## src/timer8_regs.svh

```systemverilog
// Register offsets, field positions, reset values and the prescaler width of the timer.
// Assumes a 32-bit Avalon-MM slave with word-aligned byte addresses.
`ifndef TIMER8_REGS_SVH
`define TIMER8_REGS_SVH

`define OFF_CONTROL 5'h00
`define OFF_COUNT 5'h04
`define OFF_COMPARE 5'h08
`define OFF_IRQ_FLAG 5'h0c
`define OFF_IRQ_MASK 5'h10
`define OFF_PORT 5'h14

`define CTRL_CS_LSB 0
`define CTRL_WGM_LSB 3
`define CTRL_COM_LSB 5
`define CTRL_FOC_BIT 7

`define FLAG_TOV_BIT 0
`define FLAG_OCF_BIT 1

`define PORT_DATA_BIT 0
`define PORT_DIR_BIT 1
`define PORT_GIE_BIT 2
`define PORT_ACK_OCF_BIT 3
`define PORT_ACK_TOV_BIT 4

`define RST_BYTE 8'h00
`define COUNT_BOTTOM 8'h00
`define COUNT_MAX 8'hff
`define PRESC_W 10
`endif

```

## src/timer8_pkg.sv

```systemverilog
// Types shared by the timer design.
// Assumes nothing beyond the register header.
package timer8_pkg;
  typedef logic [7:0] byte_type;
  typedef enum logic [1:0] {
    WAVE_NORMAL = 2'h0,
    WAVE_PHASE_PWM = 2'h1,
    WAVE_CTC = 2'h2,
    WAVE_FAST_PWM = 2'h3
  } wave_mode_type;
endpackage

```

## src/timer8_compare_unit.sv

```systemverilog
// Eight-bit timer with one compare channel and an Avalon-MM register slave.
// Assumes all inputs but the asynchronous reset i_arst_n synchronous to i_clk; the prescaler is free running inside.
//
// How it works
// RULE1: Count and compare are 8-bit CPU registers.
// RULE2: Clock select picks prescaler tap or pin.
// RULE3: Clock select zero stops ticks entirely.
// RULE4: CPU count write beats clear and count.
// RULE5: Bottom 0x00, max 0xFF, top by mode.
// RULE6: Tick clears, increments or decrements the counter.
// RULE7: Overflow flag set per mode, raises request.
// RULE8: Equality sets compare flag next tick.
// RULE9: Flags readable, each masked individually.
// RULE10: Request when flag, enable, global on.
// RULE11: Writing one clears a flag.
// RULE12: PWM modes double buffer the compare value.
// RULE13: CPU writes buffer or live compare.
// RULE14: Force strobe acts like match, non-PWM only.
// RULE15: Count write blocks the next tick's match.
// RULE16: Software avoids writing count equal compare.
// RULE17: Output latch survives mode change, resets zero.
// RULE18: Output action bits act immediately.
// RULE19: Nonzero action mode overrides port data.
// RULE20: Action mode zero leaves latch unchanged.
// RULE21: Mode 0 counts up, wraps, overflow.
// RULE22: Mode 2 clears at compare match.
// RULE23: Mode 3 single-slope fast PWM.
// RULE24: Mode 1 dual-slope phase correct PWM.
// RULE25: Tick is a one-cycle enable.
//
// Design decisions made here: the register offsets and the Avalon-MM slave port.
`include "timer8_regs.svh"
module timer8_compare_unit
  import timer8_pkg::*;
(
  input wire logic i_clk,
  input wire logic i_arst_n,
  input wire logic [4:0] i_avs_address,
  input wire logic i_avs_read,
  input wire logic i_avs_write,
  input wire logic [31:0] i_avs_writedata,
  input wire logic [3:0] i_avs_byteenable,
  output logic [31:0] o_avs_readdata,
  output logic o_avs_waitrequest,
  input wire logic i_ext_count_pin,
  output logic o_pin_out,
  output logic o_pin_oe,
  output logic o_overflow_irq,
  output logic o_compare_irq,
  output timer8_pkg::byte_type o_count_value
);
  import timer8_pkg::*;

  ////////////////////////////////////////////////////////////////////////////////
  // Register state.
  logic [2:0] clock_select_q;
  wave_mode_type waveform_mode_q;
  logic [1:0] output_action_mode_q;
  byte_type count_value_q;
  byte_type compare_value_q;
  byte_type compare_buf_q;
  logic overflow_flag_q;
  logic compare_flag_q;
  logic overflow_irq_enable_q;
  logic compare_irq_enable_q;
  logic port_data_q;
  logic compare_pin_direction_q;
  logic global_irq_q;
  logic compare_output_q;
  logic count_down_q;
  logic block_q;
  logic ack_q;
  logic [`PRESC_W-1:0] presc_q;
  logic ext_s_q;
  logic ext_prev_q;

  function automatic logic is_pwm(input wave_mode_type m);
    is_pwm = (m == WAVE_PHASE_PWM) || (m == WAVE_FAST_PWM);
  endfunction

  function automatic logic hit(input logic [4:0] a, input logic [4:0] off);
    hit = (a == off);
  endfunction

  ////////////////////////////////////////////////////////////////////////////////
  // Bus decode. Every access is answered one cycle after it is presented.
  logic wr_acc;
  logic rd_acc;
  logic wr_lane0;
  byte_type wbyte;
  // A write lands at the edge where the master samples waitrequest low.
  assign wr_acc = i_avs_write && ack_q;
  assign rd_acc = i_avs_read && !ack_q;
  assign wr_lane0 = wr_acc && i_avs_byteenable[0];
  assign wbyte = i_avs_writedata[7:0];

  logic wr_ctrl;
  logic wr_count;
  logic wr_cmp;
  logic wr_flag;
  logic wr_mask;
  logic wr_port;
  assign wr_ctrl = wr_lane0 && hit(i_avs_address, `OFF_CONTROL);
  assign wr_count = wr_lane0 && hit(i_avs_address, `OFF_COUNT);
  assign wr_cmp = wr_lane0 && hit(i_avs_address, `OFF_COMPARE);
  assign wr_flag = wr_lane0 && hit(i_avs_address, `OFF_IRQ_FLAG);
  assign wr_mask = wr_lane0 && hit(i_avs_address, `OFF_IRQ_MASK);
  assign wr_port = wr_lane0 && hit(i_avs_address, `OFF_PORT);

  always_ff @(posedge i_clk or negedge i_arst_n) begin
    if (!i_arst_n) begin
      ack_q <= 1'b0;
    end else begin
      ack_q <= (i_avs_read || i_avs_write) && !ack_q;
    end
  end

  always_ff @(posedge i_clk or negedge i_arst_n) begin
    if (!i_arst_n) begin
      o_avs_waitrequest <= 1'b1;
    end else begin
      o_avs_waitrequest <= !((i_avs_read || i_avs_write) && !ack_q);
    end
  end

  ////////////////////////////////////////////////////////////////////////////////
  // Clock select and timer tick.
  logic tick;
  logic presc_tap;
  always_comb begin
    case (clock_select_q)
      3'h1: presc_tap = 1'b1;
      3'h2: presc_tap = (presc_q[2:0] == 3'h7);
      3'h3: presc_tap = (presc_q[5:0] == 6'h3f);
      3'h4: presc_tap = (presc_q[7:0] == 8'hff);
      3'h5: presc_tap = (presc_q == 10'h3ff);
      3'h6: presc_tap = ext_prev_q && !ext_s_q;
      3'h7: presc_tap = !ext_prev_q && ext_s_q;
      default: presc_tap = 1'b0; // RULE3
    endcase
  end
  assign tick = presc_tap; // RULE2 RULE25

  always_ff @(posedge i_clk or negedge i_arst_n) begin
    if (!i_arst_n) begin
      presc_q <= '0;
      ext_s_q <= 1'b0;
      ext_prev_q <= 1'b0;
    end else begin
      presc_q <= presc_q + 10'h001;
      ext_s_q <= i_ext_count_pin;
      ext_prev_q <= ext_s_q;
    end
  end

  ////////////////////////////////////////////////////////////////////////////////
  // Counter unit.
  logic at_top;
  logic at_bottom;
  logic match;
  logic match_ok;
  assign at_bottom = (count_value_q == `COUNT_BOTTOM); // RULE5
  assign match = (count_value_q == compare_value_q); // RULE8
  assign at_top = (waveform_mode_q == WAVE_CTC) ? match : (count_value_q == `COUNT_MAX); // RULE5
  assign match_ok = tick && match && !block_q; // RULE15

  byte_type count_d;
  logic down_d;
  always_comb begin
    count_d = count_value_q;
    down_d = count_down_q;
    if (tick) begin
      case (waveform_mode_q)
        WAVE_CTC: count_d = match ? `COUNT_BOTTOM : count_value_q + 8'h01; // RULE22
        WAVE_PHASE_PWM: begin
          if (at_top) begin
            down_d = 1'b1;
            count_d = count_value_q - 8'h01; // RULE24
          end else if (at_bottom && count_down_q) begin
            down_d = 1'b0;
            count_d = count_value_q + 8'h01;
          end else begin
            count_d = count_down_q ? count_value_q - 8'h01 : count_value_q + 8'h01; // RULE6
          end
        end
        default: count_d = count_value_q + 8'h01; // RULE21 RULE23
      endcase
      if (waveform_mode_q != WAVE_PHASE_PWM) begin
        down_d = 1'b0;
      end
    end
    if (wr_count) begin
      count_d = wbyte; // RULE4
    end
  end

  always_ff @(posedge i_clk or negedge i_arst_n) begin
    if (!i_arst_n) begin
      count_value_q <= `RST_BYTE;
      count_down_q <= 1'b0;
    end else begin
      count_value_q <= count_d; // RULE1
      count_down_q <= down_d;
    end
  end

  always_ff @(posedge i_clk or negedge i_arst_n) begin
    if (!i_arst_n) begin
      block_q <= 1'b0;
    end else if (wr_count) begin
      block_q <= 1'b1; // RULE15
    end else if (tick) begin
      block_q <= 1'b0;
    end
  end

  ////////////////////////////////////////////////////////////////////////////////
  // Compare value with double buffer.
  logic pwm_update;
  assign pwm_update = tick && ((waveform_mode_q == WAVE_FAST_PWM) ? at_top :
                               (at_top && !count_down_q));

  always_ff @(posedge i_clk or negedge i_arst_n) begin
    if (!i_arst_n) begin
      compare_buf_q <= `RST_BYTE;
    end else if (wr_cmp) begin
      compare_buf_q <= wbyte; // RULE13
    end
  end

  always_ff @(posedge i_clk or negedge i_arst_n) begin
    if (!i_arst_n) begin
      compare_value_q <= `RST_BYTE;
    end else if (!is_pwm(waveform_mode_q)) begin
      if (wr_cmp) begin
        compare_value_q <= wbyte; // RULE12 RULE13
      end
    end else if (pwm_update) begin
      compare_value_q <= compare_buf_q; // RULE12
    end
  end

  ////////////////////////////////////////////////////////////////////////////////
  // Flags, masks and requests.
  logic ovf_event;
  assign ovf_event = tick && ((waveform_mode_q == WAVE_PHASE_PWM) ?
                     (at_bottom && count_down_q) : (count_value_q == `COUNT_MAX)); // RULE7

  always_ff @(posedge i_clk or negedge i_arst_n) begin
    if (!i_arst_n) begin
      compare_flag_q <= 1'b0;
      overflow_flag_q <= 1'b0;
    end else begin
      if (match_ok) begin
        compare_flag_q <= 1'b1; // RULE8
      end else if ((wr_flag && wbyte[`FLAG_OCF_BIT]) ||
                   (wr_port && wbyte[`PORT_ACK_OCF_BIT])) begin
        compare_flag_q <= 1'b0; // RULE10 RULE11
      end
      if (ovf_event) begin
        overflow_flag_q <= 1'b1; // RULE21
      end else if ((wr_flag && wbyte[`FLAG_TOV_BIT]) ||
                   (wr_port && wbyte[`PORT_ACK_TOV_BIT])) begin
        overflow_flag_q <= 1'b0; // RULE11
      end
    end
  end

  always_ff @(posedge i_clk or negedge i_arst_n) begin
    if (!i_arst_n) begin
      overflow_irq_enable_q <= 1'b0;
      compare_irq_enable_q <= 1'b0;
    end else if (wr_mask) begin
      overflow_irq_enable_q <= wbyte[`FLAG_TOV_BIT]; // RULE9
      compare_irq_enable_q <= wbyte[`FLAG_OCF_BIT];
    end
  end

  always_ff @(posedge i_clk or negedge i_arst_n) begin
    if (!i_arst_n) begin
      o_compare_irq <= 1'b0;
      o_overflow_irq <= 1'b0;
    end else begin
      o_compare_irq <= compare_flag_q && compare_irq_enable_q && global_irq_q; // RULE10
      o_overflow_irq <= overflow_flag_q && overflow_irq_enable_q && global_irq_q; // RULE7 RULE9
    end
  end

  ////////////////////////////////////////////////////////////////////////////////
  // Control, port and output latch.
  always_ff @(posedge i_clk or negedge i_arst_n) begin
    if (!i_arst_n) begin
      clock_select_q <= 3'h0;
      waveform_mode_q <= WAVE_NORMAL;
      output_action_mode_q <= 2'h0;
    end else if (wr_ctrl) begin
      clock_select_q <= wbyte[`CTRL_CS_LSB +: 3];
      waveform_mode_q <= wave_mode_type'(wbyte[`CTRL_WGM_LSB +: 2]);
      output_action_mode_q <= wbyte[`CTRL_COM_LSB +: 2]; // RULE18
    end
  end

  always_ff @(posedge i_clk or negedge i_arst_n) begin
    if (!i_arst_n) begin
      port_data_q <= 1'b0;
      compare_pin_direction_q <= 1'b0;
      global_irq_q <= 1'b0;
    end else if (wr_port) begin
      port_data_q <= wbyte[`PORT_DATA_BIT];
      compare_pin_direction_q <= wbyte[`PORT_DIR_BIT];
      global_irq_q <= wbyte[`PORT_GIE_BIT];
    end
  end

  logic force_hit;
  logic oc_d;
  logic [1:0] act_mode;
  assign act_mode = wr_ctrl ? wbyte[`CTRL_COM_LSB +: 2] : output_action_mode_q; // RULE18
  assign force_hit = wr_ctrl && wbyte[`CTRL_FOC_BIT] && !is_pwm(waveform_mode_q); // RULE14
  always_comb begin
    oc_d = compare_output_q; // RULE17 RULE20
    if (match_ok || force_hit) begin
      case (waveform_mode_q)
        WAVE_FAST_PWM: begin
          if (act_mode == 2'h1) oc_d = !compare_output_q;
          else if (act_mode[1]) oc_d = act_mode[0];
        end
        WAVE_PHASE_PWM: begin
          if (act_mode[1]) oc_d = act_mode[0] ^ count_down_q;
        end
        default: begin
          case (act_mode)
            2'h1: oc_d = !compare_output_q;
            2'h2: oc_d = 1'b0;
            2'h3: oc_d = 1'b1;
            default: oc_d = compare_output_q; // RULE20
          endcase
        end
      endcase
    end else if (tick && waveform_mode_q == WAVE_FAST_PWM && at_top &&
                 act_mode[1]) begin
      oc_d = !act_mode[0];
    end
  end

  always_ff @(posedge i_clk or negedge i_arst_n) begin
    if (!i_arst_n) begin
      compare_output_q <= 1'b0; // RULE17
    end else begin
      compare_output_q <= oc_d; // RULE18
    end
  end

  always_ff @(posedge i_clk or negedge i_arst_n) begin
    if (!i_arst_n) begin
      o_pin_out <= 1'b0;
      o_pin_oe <= 1'b0;
      o_count_value <= `RST_BYTE;
    end else begin
      o_pin_out <= (output_action_mode_q != 2'h0) ? oc_d : port_data_q; // RULE19
      o_pin_oe <= compare_pin_direction_q;
      o_count_value <= count_d;
    end
  end

  ////////////////////////////////////////////////////////////////////////////////
  // Read data.
  always_ff @(posedge i_clk or negedge i_arst_n) begin
    if (!i_arst_n) begin
      o_avs_readdata <= 32'h00000000;
    end else if (rd_acc) begin
      o_avs_readdata <= 32'h00000000;
      case (i_avs_address)
        `OFF_CONTROL: o_avs_readdata[7:0] <= {1'b0, output_action_mode_q,
                                                waveform_mode_q, clock_select_q};
        `OFF_COUNT: o_avs_readdata[7:0] <= count_value_q;
        `OFF_COMPARE: o_avs_readdata[7:0] <= is_pwm(waveform_mode_q) ?
                                             compare_buf_q : compare_value_q;
        `OFF_IRQ_FLAG: o_avs_readdata[1:0] <= {compare_flag_q, overflow_flag_q};
        `OFF_IRQ_MASK: o_avs_readdata[1:0] <= {compare_irq_enable_q, overflow_irq_enable_q};
        `OFF_PORT: o_avs_readdata[3:0] <= {compare_output_q, global_irq_q,
                                           compare_pin_direction_q, port_data_q};
        default: o_avs_readdata <= 32'h00000000;
      endcase
    end
  end
endmodule

```

## config.mk

```make
export PLATFORM = sky130hd
export DESIGN_NAME = timer8_compare_unit
export DESIGN_NICKNAME = d
export VERILOG_FILES = /design/src/timer8_pkg.sv /design/src/timer8_compare_unit.sv
export VERILOG_INCLUDE_DIRS = /design/src
export SDC_FILE = /design/constraint.sdc
export NUM_CORES = 1
export LEC_CHECK = 0
export BUFFER_PORTS_ARGS = -buffer_cell sky130_fd_sc_hd__buf_2
export CORE_MARGIN = 2
export CORE_UTILIZATION = 52
export CTS_CLUSTER_DIAMETER = 30
export DETAILED_ROUTE_END_ITERATION = 6
export PLACE_DENSITY_LB_ADDON = 0.12
export SKIP_LAST_GASP = 1
export SYNTH_ARGS = -nofsm -noshare
export SYNTH_HDL_FRONTEND = slang
export SYNTH_SLANG_ARGS = --single-unit
```

## constraint.sdc

```tcl
create_clock -name i_clk -period 5.69 [get_ports i_clk]
set_input_delay 0.2845 -clock i_clk [delete_from_list [all_inputs] [get_ports i_clk]]
set_output_delay 0.2845 -clock i_clk [all_outputs]
set_load 0.03 [all_outputs]
```

After elaboration in Yosys (flattened, before gate mapping)
Cells that the tools add are included.
{ "op_classes": {"bitwise_logic": 1, "eq_ne": 26, "n_mux": 37, "n_reduce_logical": 56, "addsub": 3} }
{ "ops": {"columns": ["cell", "n"], "rows": [
  ["8-bit two-way mux", 10],
  ["1-bit logical AND", 31],
  ["1-bit two-way mux", 19],
  ["8-bit == test, second input constant", 2],
  ["8-bit one-hot mux with 2 select lines", 1],
  ["3-bit == test, second input constant", 5],
  ["2-bit one-hot mux with 6 select lines", 1],
  ["4-bit one-hot mux with 3 select lines", 1],
  ["2-bit nonzero test", 6],
  ["10-bit by 1-bit adder with 10-bit output, second input constant", 1],
  ["10-bit == test, second input constant", 1],
  ["5-bit by 4-bit == test with 1-bit output, second input constant", 2],
  ["5-bit == test, second input constant", 2],
  ["1-bit zero test", 9],
  ["8-bit by 1-bit adder with 8-bit output, second input constant", 1],
  ["2-bit == test, second input constant", 4],
  ["8-bit == test", 1],
  ["8-bit zero test", 1],
  ["2-bit one-hot mux with 4 select lines", 1],
  ["8-bit by 1-bit subtractor with 8-bit output, second input constant", 1],
  ["1-bit one-hot mux with 7 select lines", 1],
  ["3-bit by 2-bit == test with 1-bit output, second input constant", 2],
  ["6-bit == test, second input constant", 1],
  ["5-bit by 3-bit == test with 1-bit output, second input constant", 1],
  ["13 further kinds", 18]
]} }
{ "word_totals": {"elab_cells": 149, "register_bits": 67, "output_inout_bits": 45, "in_bits": 46} }

Logic depth before layout (Yosys ltp)
Gate-level depths: netlist of run 1.
{ "logic_depth": {"depth_word": 9, "ltp_mapped": 10} }

Least setup slack after synthesis of run 1
OpenSTA, ideal clock, no wires.
{ "synth_path": {"path_kind": "flip-flop to flip-flop", "from": "register presc_q[0]", "to": "register o_pin_out", "stages_incl_launch_ff": 10, "t_required_ns": 5.565, "arrival_time_ns": 2.206, "setup_ns": 0.125, "path_buffers": 1, "setup_slack_ns": 3.359, "cell_sequence": "dfrtp_1 ha_1 ha_1 a2111oi_0 o22a_1 buf_6 or3_1 o21a_1 mux2_4 mux2_2"} }
{ "synth_between": {"elab_chain_len": 8, "elab_cells_between_ends": 14, "cone_classes": "4 x eq/ne; 4 x mux; 6 x reduce/logical"} }
{ "synth_rtl": {"columns": ["item", "line_no", "rtl"], "rows": [
  ["start, declared", "timer8_compare_unit.sv:73", "logic [`PRESC_W-1:0] presc_q;"],
  ["start signal, assigned", "timer8_compare_unit.sv:150", "presc_q <= presc_q + 10'h001;"],
  ["10-bit == test, or another cell as far along", "timer8_compare_unit.sv:136", "3'h5: presc_tap = (presc_q == 10'h3ff);"],
  ["1-bit one-hot mux with 7 select lines (*)", "timer8_compare_unit.sv:131", "case (clock_select_q)"],
  ["1-bit logical AND (3 in a row)", "timer8_compare_unit.sv:340", "end else if (tick && waveform_mode_q == WAVE_FAST_PWM && at_top &&"],
  ["1-bit two-way mux", "timer8_compare_unit.sv:340", null],
  ["1-bit two-way mux (*)", "timer8_compare_unit.sv:322", "if (match_ok || force_hit) begin"],
  ["via oc_d", "timer8_compare_unit.sv:316", "logic oc_d;"],
  ["1-bit two-way mux (*)", "timer8_compare_unit.sv:360", "o_pin_out <= (output_action_mode_q != 2'h0) ? oc_d : port_data_q;"],
  ["end signal, assigned", "timer8_compare_unit.sv:360", null],
  ["end, declared", "timer8_compare_unit.sv:46", "output logic o_pin_out,"]
]} }
Mark *: on every way through the listed nets, which the timed path passes. The rest lies on a longest branch.
A chain may end at the register's enable or synchronous reset.

Worst setup path after layout of run 1
{ "layout_path": {"from": "register presc_q[0]", "to": "register compare_value_q[3]"} }
{ "layout_between": {"elab_chain_len": 5, "elab_cells_between_ends": 8, "cone_classes": "5 x eq/ne; 1 x mux; 2 x reduce/logical"} }
{ "layout_rtl": {"columns": ["item", "line_no", "rtl"], "rows": [
  ["10-bit == test, or another cell as far along", "timer8_compare_unit.sv:136", null],
  ["1-bit one-hot mux with 7 select lines (*)", "timer8_compare_unit.sv:131", null],
  ["1-bit logical AND (*)", "timer8_compare_unit.sv:220", "assign pwm_update = tick && ((waveform_mode_q == WAVE_FAST_PWM) ? at_top :"],
  ["2-bit inequality test (no line) (*)", null, null],
  ["2-bit AND reduction (no line) (*)", null, null],
  ["end signal, assigned", "timer8_compare_unit.sv:233", "compare_value_q <= `RST_BYTE;"],
  ["end signal, assigned", "timer8_compare_unit.sv:236", "compare_value_q <= wbyte;"],
  ["end signal, assigned", "timer8_compare_unit.sv:239", "compare_value_q <= compare_buf_q;"],
  ["end, declared", "timer8_compare_unit.sv:60", "byte_type compare_value_q;"]
]} }
Mark *: on every way between the ends. The rest lies on a longest branch, timed or not.

==> results of run 1 <==
[Yosys cell counts, drive strengths merged (4+ instances only)]
master / number / area [µm²]
xor2: 15 / 131
o21ai: 26 / 138
mux2i: 9 / 90.1
inv: 16 / 60.1
or2: 6 / 40.0
mux2: 20 / 229
clkbuf: 12 / 45.0
nor3: 5 / 30.0
nand3: 11 / 65.1
nor2: 28 / 105
nand2: 43 / 161
a211oi: 4 / 30.0
ha: 8 / 100
buf: 33 / 243
nand3b: 4 / 30.0
a22oi: 5 / 37.5
xnor2: 14 / 123
and3: 9 / 56.3
nor4: 6 / 88.8
nor2b: 9 / 56.3
dfrtp: 66 / 1650
a21oi: 25 / 125
[kinds of logic after synthesis]
kind of cell             synth area share (%)
buffers and inverters                    8.56
flip-flops                               41.3
multiplexers                             7.85
XOR/XNOR                                 6.25
other                                  0.0923
AND/OR/NAND/NOR                          18.0
adder cells (fa/ha/maj)                  2.46
AO/OA/AOI/OAI                            15.5
[sequential cells by signal (all words and copies together), names as in the netlist, 2 cells and up]
signal / cells
o_count_value: 8
compare_value_q: 8
waveform_mode_q: 2
presc_q: 10
clock_select_q: 3
o_avs_readdata: 8
compare_buf_q: 8
output_action_mode_q: 2
[layer usage]
| layer | global-route usage (%) | vias up |
|---|---|---|
| li1 | - | 1502 |
| met5 | 0 | - |
| met3 | 3.66 | 26 |
| met1 | 33.7 | 1537 |
| met4 | 11.8 | 0 |
| met2 | 35.6 | 102 |
[placed cells by master, fill, tap and decap left out, drive strengths merged, types with 5 or more instances in the layout]
cell / count
dfrtp: 66
nand2: 43
buf: 42
nor2: 28
o21ai: 26
a21oi: 25
conb: 24
mux2: 20
inv: 17
xor2: 15
xnor2: 14
nand3: 11
and3: 9
nor2b: 9
mux2i: 9
clkbuf: 9
ha: 8
or2: 6
nor4: 6
a22oi: 5
nor3: 5
[power breakdown]
part / switching (mW) / total [mW] / internal (mW) / leakage, nW
logic: 0.283 / 0.455 / 0.172 / 1.10
registers: 0.127 / 0.657 / 0.529 / 0.867
clock network: 0.204 / 0.408 / 0.204 / 0.0958
total: 0.613 / 1.52 / 0.906 / 2.06
[per-stage QoR]
step | power [mW] | hold slack (ns) | setup WS (ns) | utilization, %
floorplan | 1.01 | -0.0111 | 3.36 | -
global route | 1.61 | 0.0275 | 2.35 | 57.6
global placement | 1.11 | 0.381 | 2.87 | 55.0
CTS | 1.53 | 0.0201 | 2.81 | 57.6
finish | 1.52 | 0.0272 | 2.84 | 57.6
detailed placement | 1.12 | 0.383 | 2.83 | 55.0
[worst paths after layout]
kind | to | slack [ns] | depth (start not counted)
worst min register to register | o_pin_oe | 0.42 | 0
max in group asynchronous | compare_buf_q[4] | 5.03 | 2
worst max register to register | compare_value_q[3] | 2.84 | 8
worst min-delay path | ext_s_q | 0.03 | 1
min in group asynchronous | ack_q | 0.10 | 2
worst max-delay path | compare_value_q[3] | 2.84 | 8
[layout make-up]
class | instances | area share [%]
Multi-Input combinational cell | 318 | 48.2
Sequential cell | 67 | 38.1
Timing Repair Buffer | 42 | 4.94
Tap cell | 102 | 2.90
Clock buffer | 9 | 2.81
Clock inverter | 7 | 1.73
Inverter | 16 | 1.36
[worst reg2reg max path: cells and delay by family, from the launching register on]
family | cells | cell delay (ns)
compound gates | 3 | 0.78
buf+inv | 1 | 0.23
simple gates | 2 | 0.83
flops | 1 | 0.41
fa+ha+maj | 2 | 0.45
==> run metrics, run 1 <==
status finished clean; Leakage around 2.1 nW; Core Box Area between 0.007 and 0.008 mm²; Setup crit start kind register; share of cells above drive strength 1 roughly a fifth; CP startpoint presc_q[0]; CP bufs+invs 1; Final nets 508; number of inserted diodes 0; worst-path cell chain ha_1 > ha_1 > a2111oi_0 > o22a_1 > buf_4 > nor4_1 > nor2_1 > o21ai_0; Fill cells 716; RePlAce Congestion ~0.85; Fmax around 350 MHz; Slew Limit Headroom a little under two fifths; IO Pins 91; Top Layer Used met4; count of different cell masters after synthesis 63; Tmin final between 2 and 3 ns; Post-Syn Area 0.00406 mm²; met3 wire length between 400 and 500 µm; vias in the first global route ~3000; Hold Buf Count CTS 0; largest net degree at the start of global routing 68; Post-synth EDFFs 0; PD cells 345 mW/mm²; skew final around 0.016 ns; area delta synth->final 8.47%; DRC violations left 0; fin. max-slew vios 0; Worst EP arrival a little over 3 ns; Syn Inst Count between 400 and 500; Tcrit/Tclk final roughly half; final instance area roughly 0.0044 mm²; initial antenna violation count 0; RSZ-0062 raised after global routing no; Worst Path Max Fanout 19; slowest stage delay, CP 0.73 ns; Overall Global Routing Usage about a quarter; metal1 wirelength about 4400 µm; Register Area approximately 0.0017 mm²; DR vias/cell around 5.6; dpl cells 545; Worst-path clk slew approximately 0.08 ns; WL per Instance ~17 µm; Starting Density between 50 and 60%; Reg2Reg Launch Point presc_q[0]; CTS H-tree lvls 3; Synth Flop Type dfrtp_1; Routed Antenna Nets 0; Layout Cells excl Fill between 500 and 600; Worst Path Required 5.89 ns; die width just over 90 µm; Hold Crit Class input port to register; Post-DP HPWL approximately 6700 µm; Syn. warnings 0; Rows 32; post_cts resized 0; Max Cap Viol 0; clk_lat worst skew between 0.3 and 0.4 ns; register area share after synthesis 41.3%; first-pass GRT wire length around 16000 µm; wirelength, routed about 9500 µm; VDD IR-drop max between 150 and 200 µV; Initial DRC Count between 150 and 200; met2 routed WL about 4300 µm; crit end category register; total CTS buffers 9; setup TNS 0 ns; routed vias 3167; Pre-antenna DRT Iters 4; CTS tree built; setup violators final 0; CP dominant cell by count ha_1; post-CTS setup buffer count 0; hold path start i_ext_count_pin; CP top delay family simple AND/OR/NAND/NOR gates; Synth Register Bits 67; Post-synth ARST share 100%; Worst Max-Slew Pin Slew 0.934 ns; die height just over 90 µm; clock buffer depth 2; dpl cell area around 0.0042 mm²; final hold vios 0; total gr overflow 0; multi-input logic area roughly 0.0021 mm²; clock root buffer clkbuf_8; clk sinks 67; WS Path Type register to register; syn_area_per_cell 9.60 µm²; Die Area approximately 0.0085 mm²; crit path max-delay cell type nor2_1; IO buf count 39
No activity file was read; power rests on OpenSTA's default activity.
==> inputs of run 2 (changes only) <==
--- a/config.mk
+++ b/config.mk
@@ -8,7 +8,7 @@
 export LEC_CHECK = 0
 export BUFFER_PORTS_ARGS = -buffer_cell sky130_fd_sc_hd__buf_2
 export CORE_MARGIN = 2
-export CORE_UTILIZATION = 52
+export CORE_UTILIZATION = 49
 export CTS_CLUSTER_DIAMETER = 30
 export DETAILED_ROUTE_END_ITERATION = 6
 export PLACE_DENSITY_LB_ADDON = 0.12
==> constraint.sdc (replaced) <==
create_clock -name i_clk -period 2.5 [get_ports i_clk]
set_input_delay 0.125 -clock i_clk [delete_from_list [all_inputs] [get_ports i_clk]]
set_output_delay 0.125 -clock i_clk [all_outputs]
set_load 0.03 [all_outputs]
==> run 2 against run 1 <==
The flow now finishes with violations (hold timing). Final cell count rose by 5.0%. Count of clock-buffer cells in the layout rose by 3. Worst setup slack worse by 2.8 ns. Worst hold slack got worse by 0.078 ns. Combinational power increased to 2.9 times the previous value. Die area grew 5.9%. Flip-flop and latch count unchanged. Sequential share of layout area down 1.8 points. Total power is 140% higher. Utilization fell by 0.76 points. Maximum frequency up 16%. Non-clock buffer count grew 25.
==> run metrics, run 2 (synthesis results as in run 1) <==
status finished, violations left; failing checks hold timing; largest net degree at the start of global routing slightly below 70; clk_lat worst skew 0.35 ns; setup violators final 0; CTS H-tree lvls 3; VDD IR-drop max around 370 µV; Slew Limit Headroom ~43%; WS Path Type register to register; clk sinks 67; DRC violations left 0; RePlAce Congestion roughly 0.83; initial antenna violation count 0; CP dominant cell by count ha_1; routed vias between 3000 and 4000; M1 GR Usage a little under a third; IO buf count 39; Hold Crit Class input port to async pin; area delta synth->final 13.9%; DR vias/cell roughly 5.5; met2 usage a little under two fifths; post-CTS setup buffer count 0; IO Pins 91; die height about 95 µm; commonest non-fill, non-tap cell in the layout dfrtp_1; total gr overflow 0; crit path max-delay cell type dfrtp_1; slowest stage delay, CP around 0.4 ns; total CTS buffers 9; Most Crowded Layer GR met2; skew final approximately 0.010 ns; Power Total 3.68 mW; fin. max-slew vios 0; WL per Instance roughly 16 µm; setup TNS 0 ns; first-pass GRT wire length 15700 µm; Register Area approximately 0.0017 mm²; Routed Antenna Nets 0; die width roughly 95 µm; Worst-path clk slew 0.07 ns; Starting Density between 40% and 50%; Die Area roughly 0.009 mm²; Post-DP HPWL between 7000 and 8000 µm; share of cells above drive strength 1 between 20% and 30%; met3 Track Usage GR under 10%; Worst EP arrival 2.69 ns; most frequent cells in the layout dfrtp_1 (66), nand2_1 (43), buf_2 (39); Initial DRC Count 155; Tmin final between 2 and 2.5 ns; vias in the first global route 3131; Max Cap Viol 0; Top reg by flops presc_q; clock buffer depth 2; Overall Global Routing Usage around 23%; Worst R2R Setup Slack between 0.03 and 0.04 ns; Leakage 2.19 nW; max FFs per register 10; number of inserted diodes 0; Tcrit/Tclk final between 90% and 100%; CTS tree built; Fill cells 743; multi-input logic area around 0.0021 mm²; Core Box Area ~0.008 mm²; RSZ-0062 raised after global routing yes; final hold vios 40; PD cells around 800 mW/mm²; wirelength, routed 9710 µm; CP top delay family compound AO/OA/AOI/OAI gates; CP bufs+invs 0; worst-path cell chain ha_1 > ha_1 > a2111oi_1 > o22a_1 > or3_1 > o21a_1 > mux2_4 > mux2_2; Pre-antenna DRT Iters 4; WHS -0.0505 ns; Worst Path Required between 2 and 3 ns; Rows 33; Setup crit start kind register; Fmax 405 MHz; Final nets 533; clock root buffer clkbuf_8; Worst Max-Slew Pin Slew 0.862 ns; crit end category register; Worst Path Max Fanout 4
-- run 2: cell types whose count changed in the layout (fill, tap and decap cells not counted) --
| cell | previous run | this run |
|---|---|---|
| inv_6 | 1 | 0 |
| a2111oi_0 | 1 | 0 |
| dlygate4sd3_1 | 0 | 1 |
| bufinv_16 | 1 | 2 |
| nor3b_1 | 1 | 0 |
| clkbuf_1 | 0 | 2 |
| clkbuf_8 | 9 | 10 |
| clkinv_4 | 2 | 1 |
| nor3b_2 | 0 | 1 |
| clkinvlp_4 | 2 | 0 |
| buf_4 | 3 | 27 |
| a2111oi_1 | 0 | 1 |
-- run 2: final timing paths --
kind / start / to / cells after the start
min reg2reg: compare_pin_direction_q / o_pin_oe / 0
max in group asynchronous: i_arst_n / output_action_mode_q[1] / 2
max: presc_q[0] / o_pin_out / 8
min in group i_clk: i_avs_writedata[7] / compare_buf_q[7] / 2
max reg2reg: presc_q[0] / o_pin_out / 8
min: i_arst_n / ack_q / 2
-- run 2: layout make-up --
cell class	instances	area share, %
inverter	16	1.30
multi-input combinational	318	46.0
clock buffer	12	3.14
sequential	67	36.3
timing repair buffer	67	8.82
tap	105	2.84
clock inverter	4	1.60
-- run 2: power by group --
part	internal [mW]	switching (mW)	total, mW
combinational	0.494	0.819	1.31
sequential	1.21	0.146	1.35
clock	0.590	0.428	1.02
total	2.29	1.39	3.68
-- run 2: routing by layer --
| metal | wire, µm | up-vias |
|---|---|---|
| li1 | - | 1551 |
| met1 | 4570 | 1583 |
| met2 | 4530 | 84 |
| met3 | 418 | 17 |
| met4 | 187 | 0 |
| met5 | 0 | - |
-- run 2: per-stage QoR --
stage | cell area (µm²) | hold WS [ns] | cells | utilization, % | worst slack (ns)
floorplan | 4150 | -0.171 | 446 | - | 0.169
global placement | 4390 | 0.234 | 572 | 54.0 | 0.108
detailed placement | 4390 | 0.235 | 572 | 54.0 | 0.107
CTS | 4620 | 0.00523 | 589 | 56.8 | 0.0488
global route | 4630 | 0.0391 | 589 | 56.9 | -0.0803
finish | 4630 | -0.0505 | 589 | 56.9 | 0.0326
-- run 2: repair_timing --
| action | CTS | global route |
|---|---|---|
| gates resized for setup | 0 | 2 |
| endpoints found under the setup margin | 0 | 3 |
| endpoints found under the hold margin | 1 | 0 |
| hold buffers | 1 | 0 |
